[src/desc_rom_params.svh]
`ifndef DESC_ROM_PARAMS_SVH
`define DESC_ROM_PARAMS_SVH

// ****************************************************************
// descriptor constants
// ****************************************************************
`define EP_LEN          8'h07
`define EP_TYPE         8'h05
`define EP_ADDR         8'h81
`define EP_ATTR         8'h03
`define EP_MPS_LO       8'h01
`define EP_MPS_HI       8'h00
`define EP_IVAL_HS      8'h0C
`define EP_IVAL_FS      8'hFF
`define OSC_LEN         8'h09
`define OSC_TYPE        8'h07
`define OSC_TOTAL_LO    8'h19
`define OSC_TOTAL_HI    8'h00
`define OSC_NUM_IF      8'h01
`define OSC_CFG_VAL     8'h01
`define OSC_CFG_STR     8'h00
`define ATTR_BUS_PWR    8'hA0
`define ATTR_SELF_PWR   8'hE0
`define IF_LEN          8'h09
`define IF_TYPE         8'h04
`define IF_NUM          8'h00
`define IF_ALT          8'h00
`define IF_NUM_EP       8'h01
`define IF_CLASS        8'h09
`define IF_SUBCLASS     8'h00
`define IF_PROTOCOL     8'h00
`define IF_STR          8'h00
`define ZERO_BYTE       8'h00
// remote wakeup bit of the attributes byte
`define ATTR_RWU_BIT    5
// ****************************************************************
// selection values
// ****************************************************************
`define SEL_EP_HS       2'h0
`define SEL_OSC_FS      2'h1
`define SEL_IF_FS       2'h2
`define SEL_EP_FS       2'h3

`endif

[src/desc_rom_pkg.sv]
// ****************************************************************
// descriptor types
// ****************************************************************
package desc_rom_pkg;
  // which descriptor is being read
  typedef logic [1:0] desc_sel_t;
  // one descriptor byte
  typedef logic [7:0] desc_byte_t;
  // byte offset within a descriptor
  typedef logic [3:0] desc_off_t;
endpackage : desc_rom_pkg

[src/desc_byte_mux.sv]
`timescale 1ns/1ps
`include "desc_rom_params.svh"

// ****************************************************************
// combinational byte table for all four descriptors
// ****************************************************************
module desc_byte_mux
  import desc_rom_pkg::*;
(
  input  wire desc_rom_pkg::desc_sel_t  sel,
  input  wire desc_rom_pkg::desc_off_t  offset,
  input  wire desc_rom_pkg::desc_byte_t cfg_attr,
  input  wire desc_rom_pkg::desc_byte_t cfg_power,
  output logic [7:0]                    data,
  output logic                          in_range
);

  // byte lookup per descriptor and offset
  always_comb
  begin
    data     = `ZERO_BYTE;
    in_range = 1'b1;
    case (sel)
      `SEL_EP_HS, `SEL_EP_FS:
      begin
        case (offset)
          4'h0:    data = `EP_LEN;
          4'h1:    data = `EP_TYPE;
          4'h2:    data = `EP_ADDR;
          4'h3:    data = `EP_ATTR;
          4'h4:    data = `EP_MPS_LO;
          4'h5:    data = `EP_MPS_HI;
          4'h6:    data = (sel == `SEL_EP_HS) ? `EP_IVAL_HS : `EP_IVAL_FS;
          default: in_range = 1'b0;
        endcase
      end
      `SEL_OSC_FS:
      begin
        case (offset)
          4'h0:    data = `OSC_LEN;
          4'h1:    data = `OSC_TYPE;
          4'h2:    data = `OSC_TOTAL_LO;
          4'h3:    data = `OSC_TOTAL_HI;
          4'h4:    data = `OSC_NUM_IF;
          4'h5:    data = `OSC_CFG_VAL;
          4'h6:    data = `OSC_CFG_STR;
          4'h7:    data = cfg_attr;
          4'h8:    data = cfg_power;
          default: in_range = 1'b0;
        endcase
      end
      default:
      begin
        case (offset)
          4'h0:    data = `IF_LEN;
          4'h1:    data = `IF_TYPE;
          4'h2:    data = `IF_NUM;
          4'h3:    data = `IF_ALT;
          4'h4:    data = `IF_NUM_EP;
          4'h5:    data = `IF_CLASS;
          4'h6:    data = `IF_SUBCLASS;
          4'h7:    data = `IF_PROTOCOL;
          4'h8:    data = `IF_STR;
          default: in_range = 1'b0;
        endcase
      end
    endcase
  end

endmodule : desc_byte_mux

[src/hub_descriptor_rom_single_tt.sv]
`timescale 1ns/1ps
`include "desc_rom_params.svh"

// How it works
// - hs endpoint: 7 bytes, 81h, 03h, 1, 0Ch
// - fs endpoint same, interval FFh
// - endpoint attributes fixed at 03h
// - other-speed config: 09h, 07h, total 0019h
// - one interface, value 01h, string 00h
// - attributes A0h bus, E0h self powered
// - remote wakeup always advertised
// - max power picked by power source
// - max power in 2mA units, total draw
// - max power from loaded configuration data
// - fs interface: 09h, 04h, hub class

// ****************************************************************
// descriptor byte source: read request in, registered byte out
// ****************************************************************
module hub_descriptor_rom_single_tt
  import desc_rom_pkg::*;
(
  input  wire                           mclk,
  input  wire                           arst_n,
  input  wire                           rd_req,
  input  wire desc_rom_pkg::desc_sel_t  rd_sel,
  input  wire desc_rom_pkg::desc_off_t  rd_offset,
  input  wire                           power_source_select,
  input  wire desc_rom_pkg::desc_byte_t bus_powered_max_current,
  input  wire desc_rom_pkg::desc_byte_t self_powered_max_current,
  output logic                          rd_valid,
  output logic [7:0]                    rd_data,
  output logic                          rd_last,
  output logic                          rd_err
);

  // ****************************************************************
  // power dependent fields
  // ****************************************************************
  desc_byte_t attr_sel;     // attributes byte from power source
  desc_byte_t power_sel;    // max power byte, 2mA units
  logic [7:0] mux_data;     // looked up byte
  logic       mux_in_range; // offset inside descriptor
  logic       last_hit;     // offset is descriptor's last byte

  assign attr_sel  = power_source_select ? `ATTR_SELF_PWR
                                         : `ATTR_BUS_PWR;
  // loaded config value used as given, already in 2mA units
  assign power_sel = power_source_select ? self_powered_max_current
                                         : bus_powered_max_current;
  // values come from the loaded configuration ports

  // last byte of each descriptor
  assign last_hit = ((rd_sel == `SEL_EP_HS) || (rd_sel == `SEL_EP_FS))
                    ? (rd_offset == 4'h6) : (rd_offset == 4'h8);

  // byte table
  desc_byte_mux u_mux (
    .sel       (rd_sel),
    .offset    (rd_offset),
    .cfg_attr  (attr_sel),
    .cfg_power (power_sel),
    .data      (mux_data),
    .in_range  (mux_in_range)
  );

  // ****************************************************************
  // output registers
  // ****************************************************************
  // one-cycle answer to each request
  always_ff @(posedge mclk or negedge arst_n)
  begin
    if (!arst_n)
    begin
      rd_valid <= 1'b0;
      rd_data  <= 8'h00;
      rd_last  <= 1'b0;
      rd_err   <= 1'b0;
    end
    else
    begin
      rd_valid <= rd_req;
      rd_data  <= rd_req ? mux_data : 8'h00;
      rd_last  <= rd_req & mux_in_range & last_hit;
      rd_err   <= rd_req & ~mux_in_range;
    end
  end

  // ****************************************************************
  // checks
  // ****************************************************************
  property p_ep_ival;
    @(posedge mclk) disable iff (!arst_n)
    (rd_req && rd_offset == 4'h6 && rd_sel == `SEL_EP_HS)
      |=> (rd_data == 8'h0C);
  endproperty
  a_ep_ival: assert property (p_ep_ival)
    else $error("hs interval wrong");

  property p_fs_ival;
    @(posedge mclk) disable iff (!arst_n)
    (rd_req && rd_offset == 4'h6 && rd_sel == `SEL_EP_FS)
      |=> (rd_data == 8'hFF);
  endproperty
  a_fs_ival: assert property (p_fs_ival)
    else $error("fs interval wrong");

  property p_ep_attr;
    @(posedge mclk) disable iff (!arst_n)
    (rd_req && rd_offset == 4'h3 && rd_sel[0] == rd_sel[1])
      |=> (rd_data == 8'h03);
  endproperty
  a_ep_attr: assert property (p_ep_attr)
    else $error("endpoint attributes wrong");

  property p_osc_total;
    @(posedge mclk) disable iff (!arst_n)
    (rd_req && rd_offset == 4'h2 && rd_sel == `SEL_OSC_FS)
      |=> (rd_data == 8'h19);
  endproperty
  a_osc_total: assert property (p_osc_total)
    else $error("total length low byte wrong");

  property p_osc_cfg;
    @(posedge mclk) disable iff (!arst_n)
    (rd_req && rd_offset == 4'h5 && rd_sel == `SEL_OSC_FS)
      |=> (rd_data == 8'h01);
  endproperty
  a_osc_cfg: assert property (p_osc_cfg)
    else $error("configuration value wrong");

  property p_attr;
    @(posedge mclk) disable iff (!arst_n)
    (rd_req && rd_offset == 4'h7 && rd_sel == `SEL_OSC_FS)
      |=> (rd_data == ($past(power_source_select) ? 8'hE0 : 8'hA0));
  endproperty
  a_attr: assert property (p_attr)
    else $error("config attributes wrong");

  property p_rwu;
    @(posedge mclk) disable iff (!arst_n)
    (rd_req && rd_offset == 4'h7 && rd_sel == `SEL_OSC_FS)
      |=> rd_data[`ATTR_RWU_BIT];
  endproperty
  a_rwu: assert property (p_rwu)
    else $error("remote wakeup not advertised");

  property p_power;
    @(posedge mclk) disable iff (!arst_n)
    (rd_req && rd_offset == 4'h8 && rd_sel == `SEL_OSC_FS)
      |=> (rd_data == ($past(power_source_select)
                       ? $past(self_powered_max_current)
                       : $past(bus_powered_max_current)));
  endproperty
  a_power: assert property (p_power)
    else $error("max power wrong");

  property p_if_class;
    @(posedge mclk) disable iff (!arst_n)
    (rd_req && rd_offset == 4'h5 && rd_sel == `SEL_IF_FS)
      |=> (rd_data == 8'h09);
  endproperty
  a_if_class: assert property (p_if_class)
    else $error("interface class wrong");

  property p_mps_order;
    @(posedge mclk) disable iff (!arst_n)
    (rd_req && rd_offset == 4'h4 && rd_sel[0] == rd_sel[1])
      ##1 (rd_req && rd_offset == 4'h5 && rd_sel[0] == rd_sel[1])
      |=> (rd_data == 8'h00 && $past(rd_data) == 8'h01);
  endproperty
  a_mps_order: assert property (p_mps_order)
    else $error("max packet byte order wrong");

endmodule : hub_descriptor_rom_single_tt

[config.mk]
export PLATFORM = sky130hd
export DESIGN_NAME = hub_descriptor_rom_single_tt
export DESIGN_NICKNAME = d
export VERILOG_FILES = /design/src/desc_rom_pkg.sv /design/src/desc_byte_mux.sv /design/src/hub_descriptor_rom_single_tt.sv
export VERILOG_INCLUDE_DIRS = /design/src
export SDC_FILE = /design/constraint.sdc
export NUM_CORES = 1
export LEC_CHECK = 0
export ABC_CLOCK_PERIOD_IN_PS = 800
export CORE_MARGIN = 3
export CORE_UTILIZATION = 60
export DETAILED_ROUTE_END_ITERATION = 7
export DONT_BUFFER_PORTS = 1
export PLACE_DENSITY = 0.88
export SLEW_MARGIN = 20
export SYNTH_ARGS = -nofsm -noshare
export SYNTH_HDL_FRONTEND = slang
export SYNTH_SLANG_ARGS = --single-unit
export TNS_END_PERCENT = 5
[constraint.sdc]
create_clock -name mclk -period 0.8 [get_ports mclk]
set_input_delay 0.08 -clock mclk [delete_from_list [all_inputs] [get_ports mclk]]
set_output_delay 0.08 -clock mclk [all_outputs]
set_load 0.01 [all_outputs]
== Word level (Yosys, flattened, before mapping) ==
Cells that the tools add are included.
Word-level totals
  register bits after elaboration: 11
  bits in latches: 0
  RAM bits: 0
  bits in read-only memories: 0
  input bits: 26
  output and inout bits: 11
  logic and storage cells: 38
  memories: 0
Cells by class
  $add $sub $neg: 0
  multiply operators: 0
  divide/modulo/power cells: 0
  magnitude comparators: 0
  eq/ne operators: 10
  shifts and indexed selects: 0
  multiplexer cells: 12
  bitwise logic cells: 4
  reductions and logical operators: 8
Operators with widths (number)
  8-bit case mux with 6 select lines: 2
  8-bit two-way mux: 3
  4-bit by 3-bit equality test with 1-bit output (second input constant): 4
  8-bit case mux with 2 select lines: 1
  4-bit case mux with 3 select lines: 1
  9-bit OR reduction: 1
  4-bit by 2-bit equality test with 1-bit output (second input constant): 2
  7-bit two-way mux: 1
  7-bit OR reduction: 1
  2-bit OR reduction: 3
  4-bit by 1-bit equality test with 1-bit output (second input constant): 1
  4-bit equality test (second input constant): 1
  4-bit zero test: 1
  1-bit two-way mux: 4
  1-bit AND: 3
  2-bit by 1-bit equality test with 1-bit output (second input constant): 1
  2-bit equality test (second input constant): 1
  2-bit zero test: 1
  1-bit logical OR: 1
  1-bit inverter: 1

== Depth between registers and ports, before layout ==
  depth in word-level cells: 6
  gate-level depth with buffers: 6
  depth with buffers taken out: 6

== By module ==
From an unflattened synthesis, not the netlist that was laid out.
Second synthesis, totals
  cell total of the unflattened synthesis: 119
  area, all modules: 1009.7 sq um
By module, submodules not included
  desc_byte_mux: instances 1, cells each 81, area an instance 531.8 sq um, seq. area each 0.0 sq um
  hub_descriptor_rom_single_tt: instances 1, cells each 38, area an instance 478.0 sq um, seq. area each 275.3 sq um

== Worst setup path after synthesis ==
No wires, ideal clock.
  path type: input to register
  start point: input port rd_sel[0]
  end point: register rd_data[4]
  library setup time: 72 ps
  data arrival time: 1216 ps
  data required time: 728 ps
  path slack: -489 ps
  stages on the path: 6
  path buffers: 0
  cell sequence: inv_1 ha_1 or3b_1 nor3_1 a21oi_1 nor2_1
On the way
  cells in the longest elaborated chain, start to end: 5
  elaborated cells on any way between the ends: 8
  those cells by class: 2 x eq/ne; 4 x mux; 2 x reduce/logical
Ends and longest elaborated chain
  from (decl): RTL line hub_descriptor_rom_single_tt.sv:26  | input wire desc_rom_pkg::desc_sel_t rd_sel,
  2-bit zero test: RTL line desc_byte_mux.sv:23  | case (sel)
  8-bit two-way mux (no line)
  8-bit case mux with 6 select lines: RTL line desc_byte_mux.sv:26  | case (offset)
  8-bit case mux with 2 select lines (*): RTL line desc_byte_mux.sv:23
  8-bit two-way mux (*): RTL line hub_descriptor_rom_single_tt.sv:83  | rd_data <= rd_req ? mux_data : 8'h00;
  to (signal assigned): RTL line hub_descriptor_rom_single_tt.sv:83
  to (decl): RTL line hub_descriptor_rom_single_tt.sv:32  | output logic [7:0] rd_data,
Every way passes the cells marked *; elsewhere a longest branch is shown, timed or not.

== Worst setup path in the final report ==
  start point: input port rd_sel[1]
  end point: register rd_data[6]
The elaborated chain is that of the path after synthesis.

==> run summary <==
Outcome = complete, but fails checks
Failing checks = hold timing, setup timing
Global-route congestion overflow total = 0
Lkg Pwr = 0.435 nW
Worst setup margin = -0.123 ns
Largest net degree at the start of global routing = 17
Wire per inst = 19.4 µm
CP endpoint kind = flop
# Max-Cap Violations = 0
Antenna violations before repair = 0
Met2 Track Usage GR = 43.4%
Core area = 1200 µm²
VDD IR max = 0.000609 V
Initial core utilization = 68.6%
First-pass GRT wire length = 3.54 mm
Synthesized cell area = 825 µm²
Placer Congestion = 0.874
Rel. slew slack = 68.2%
Top cell type's share of synthesized area = 33.4%
Syn nets = 125
Cell family with most CP delay = simple AND/OR/NAND/NOR gates
Grt peak-use layer = met2
CTS tree = built
Antenna Cells = 0
Worst min-delay path class = in -> reg
CP startpoint kind = primary input
Final WL = 2.27 mm
Layout area overhead = 20.2%
Yosys warning total = 0
Top cells by area, synth = dfrtp_1, mux2i_1, nor2_1
Nets = 133
Number of global-route vias before repair = 763
Worst Path Arrival = 1.12 ns
Synthesized instance count = 96
Worst hold margin = -0.169 ns
Cell accounting for the most synthesized area = dfrtp_1
Drt first-iter violations = 36
Final Total Pwr = 1.27 mW
# rows = 12
Yosys reg bits = 11
Leading cell type in the layout, fill and taps excluded = dfrtp_1
Post-DP HPWL = 1.63 mm
Buf/Inv on CP = 1
Die W = 43.1 µm
Ports = 37
Worst-margin pin slew = 0.475 ns
Data required, critical path = 1.00 ns
Sequential-to-total area share from yosys stat = 33.4%
Drt via density = 6.79
DRT Pass-1 Iters = 4
Ratio of cells with drive above 1 in the final layout = 22.3%
Total Neg Setup Slack = -0.502 ns
Power per Cell Area = 1280 nW/µm²
Average size of a mapped cell = 8.59 µm²
GR Layer Usage met1 = 31.9%
Die boundary height = 43.1 µm
Hold Violations, Final = 6
Filler Cell Count = 61
Post-route cell area = 991 µm²
Critical path type = in -> reg
Fin crit period = 0.923 ns
Final setup vio count = 8
GRT met3 Usage = 2.54%
Yosys cell types = 39
Total number of vias = 794
CP max-delay cell = or3b_4
Maximum root-to-sink buffer count = 2
CTS clk-pin slew, worst paths = 0.07 ns
Port Buffers = 0
GRT Total Usage = 25.1%
Commonest cells after routing, fill and taps aside = dfrtp_1, nor2_1, nand2_1, mux2i_1, buf_4
CTS root buf = clkbuf_4
Dominant synthesized flop cell = dfrtp_1
RSZ-0062 raised after global routing = yes
DIE AREA = 1860 µm²
Remaining antenna violation count = 0
H-tree levels = 1
CTS buffer count = 3
Worst-path fanout max = 3
Critical path's largest stage delay = 0.41 ns
DP Area = 905 µm²
Clock sinks = 11
CP Cell Sequence = inv_12, ha_4, or3b_4, nor3_4, a31oi_1, nor2_1
Fin. max-slew vios = 0
# DRC = 0
Hold buffer count at CTS = 2
Asr flop ratio synth = 100%
Maximum clock rate = 1080 MHz
Final worst path period share = 115%
Number of synthesized flops with an enable pin = 0
[sequential cells by signal, indices dropped and copies added, names as in the netlist]
name / count
rd_valid: 1
rd_err: 1
rd_data: 8
rd_last: 1
[synthesized netlist by cell type (all sizes together), types with 2 or more instances]
cell type	number
a21oi	5
mux2i	7
or4b	2
o21a	2
a21boi	2
dfrtp	11
o32ai	2
nor2	11
o21ai	9
nand2	9
o21bai	2
buf	5
a211oi	2
inv	5
ha	3
nand2b	2
[final timing paths]
kind | to | from | slack [ns] | cells after the start
min in group asynchronous | rd_data[1] | arst_n | 0.20 | 1
max | rd_data[6] | rd_sel[1] | -0.12 | 6
max in group asynchronous | rd_data[5] | arst_n | 0.28 | 1
min | rd_valid | rd_req | -0.17 | 0
[timing repair]
action | CTS | global route
buffers inserted | 0 | 0
resized for setup | 4 | 6
endpoints found under the hold margin | 17 | 5
setup endpoints to repair | 9 | 9
pin swaps | 0 | 4
[logic make-up after synthesis]
logic type               share of synthesized area [%]
AO/OA/AOI/OAI                                     28.1
multiplexers                                      8.50
flip-flops                                        33.4
XOR/XNOR                                          1.06
buffers and inverters                             6.07
adder cells (fa/ha/maj)                           4.55
AND/OR/NAND/NOR                                   18.4
[routing by layer]
metal	vias to the layer above	part of all wire, %
met5	-	0
met4	0	0.75
met3	2	9.5
met2	56	50
met1	370	39
li1	366	-
[power by group]
group	total, mW	leakage [nW]	switching (mW)	internal, mW
clock	0.384	0.0150	0.190	0.193
sequential	0.594	0.148	0.0183	0.576
combinational	0.293	0.272	0.147	0.146
total	1.27	0.435	0.356	0.915
[per-stage QoR]
step / util [%] / worst slack (ns) / hold WS [ns] / cells
finish: 82.5 / -0.123 / -0.169 / 117
floorplan: - / -0.357 / -0.216 / 96
global route: 82.5 / -0.188 / -0.172 / 117
global placement: 75.3 / -0.393 / -0.215 / 111
detailed placement: 75.3 / -0.438 / -0.215 / 111
CTS: 80.1 / -0.121 / -0.166 / 117
[cell type report]
type / instances / area [µm²] / area share, %
multi-input cells: 74 / 559 / 56.4
flip-flops and latches: 11 / 275 / 27.8
repair buffers: 9 / 78.8 / 7.95
inverters: 5 / 33.8 / 3.41
clock buffers: 4 / 26.3 / 2.65
well taps: 14 / 17.5 / 1.77
Note: power is estimated with default switching activity, not from simulation.
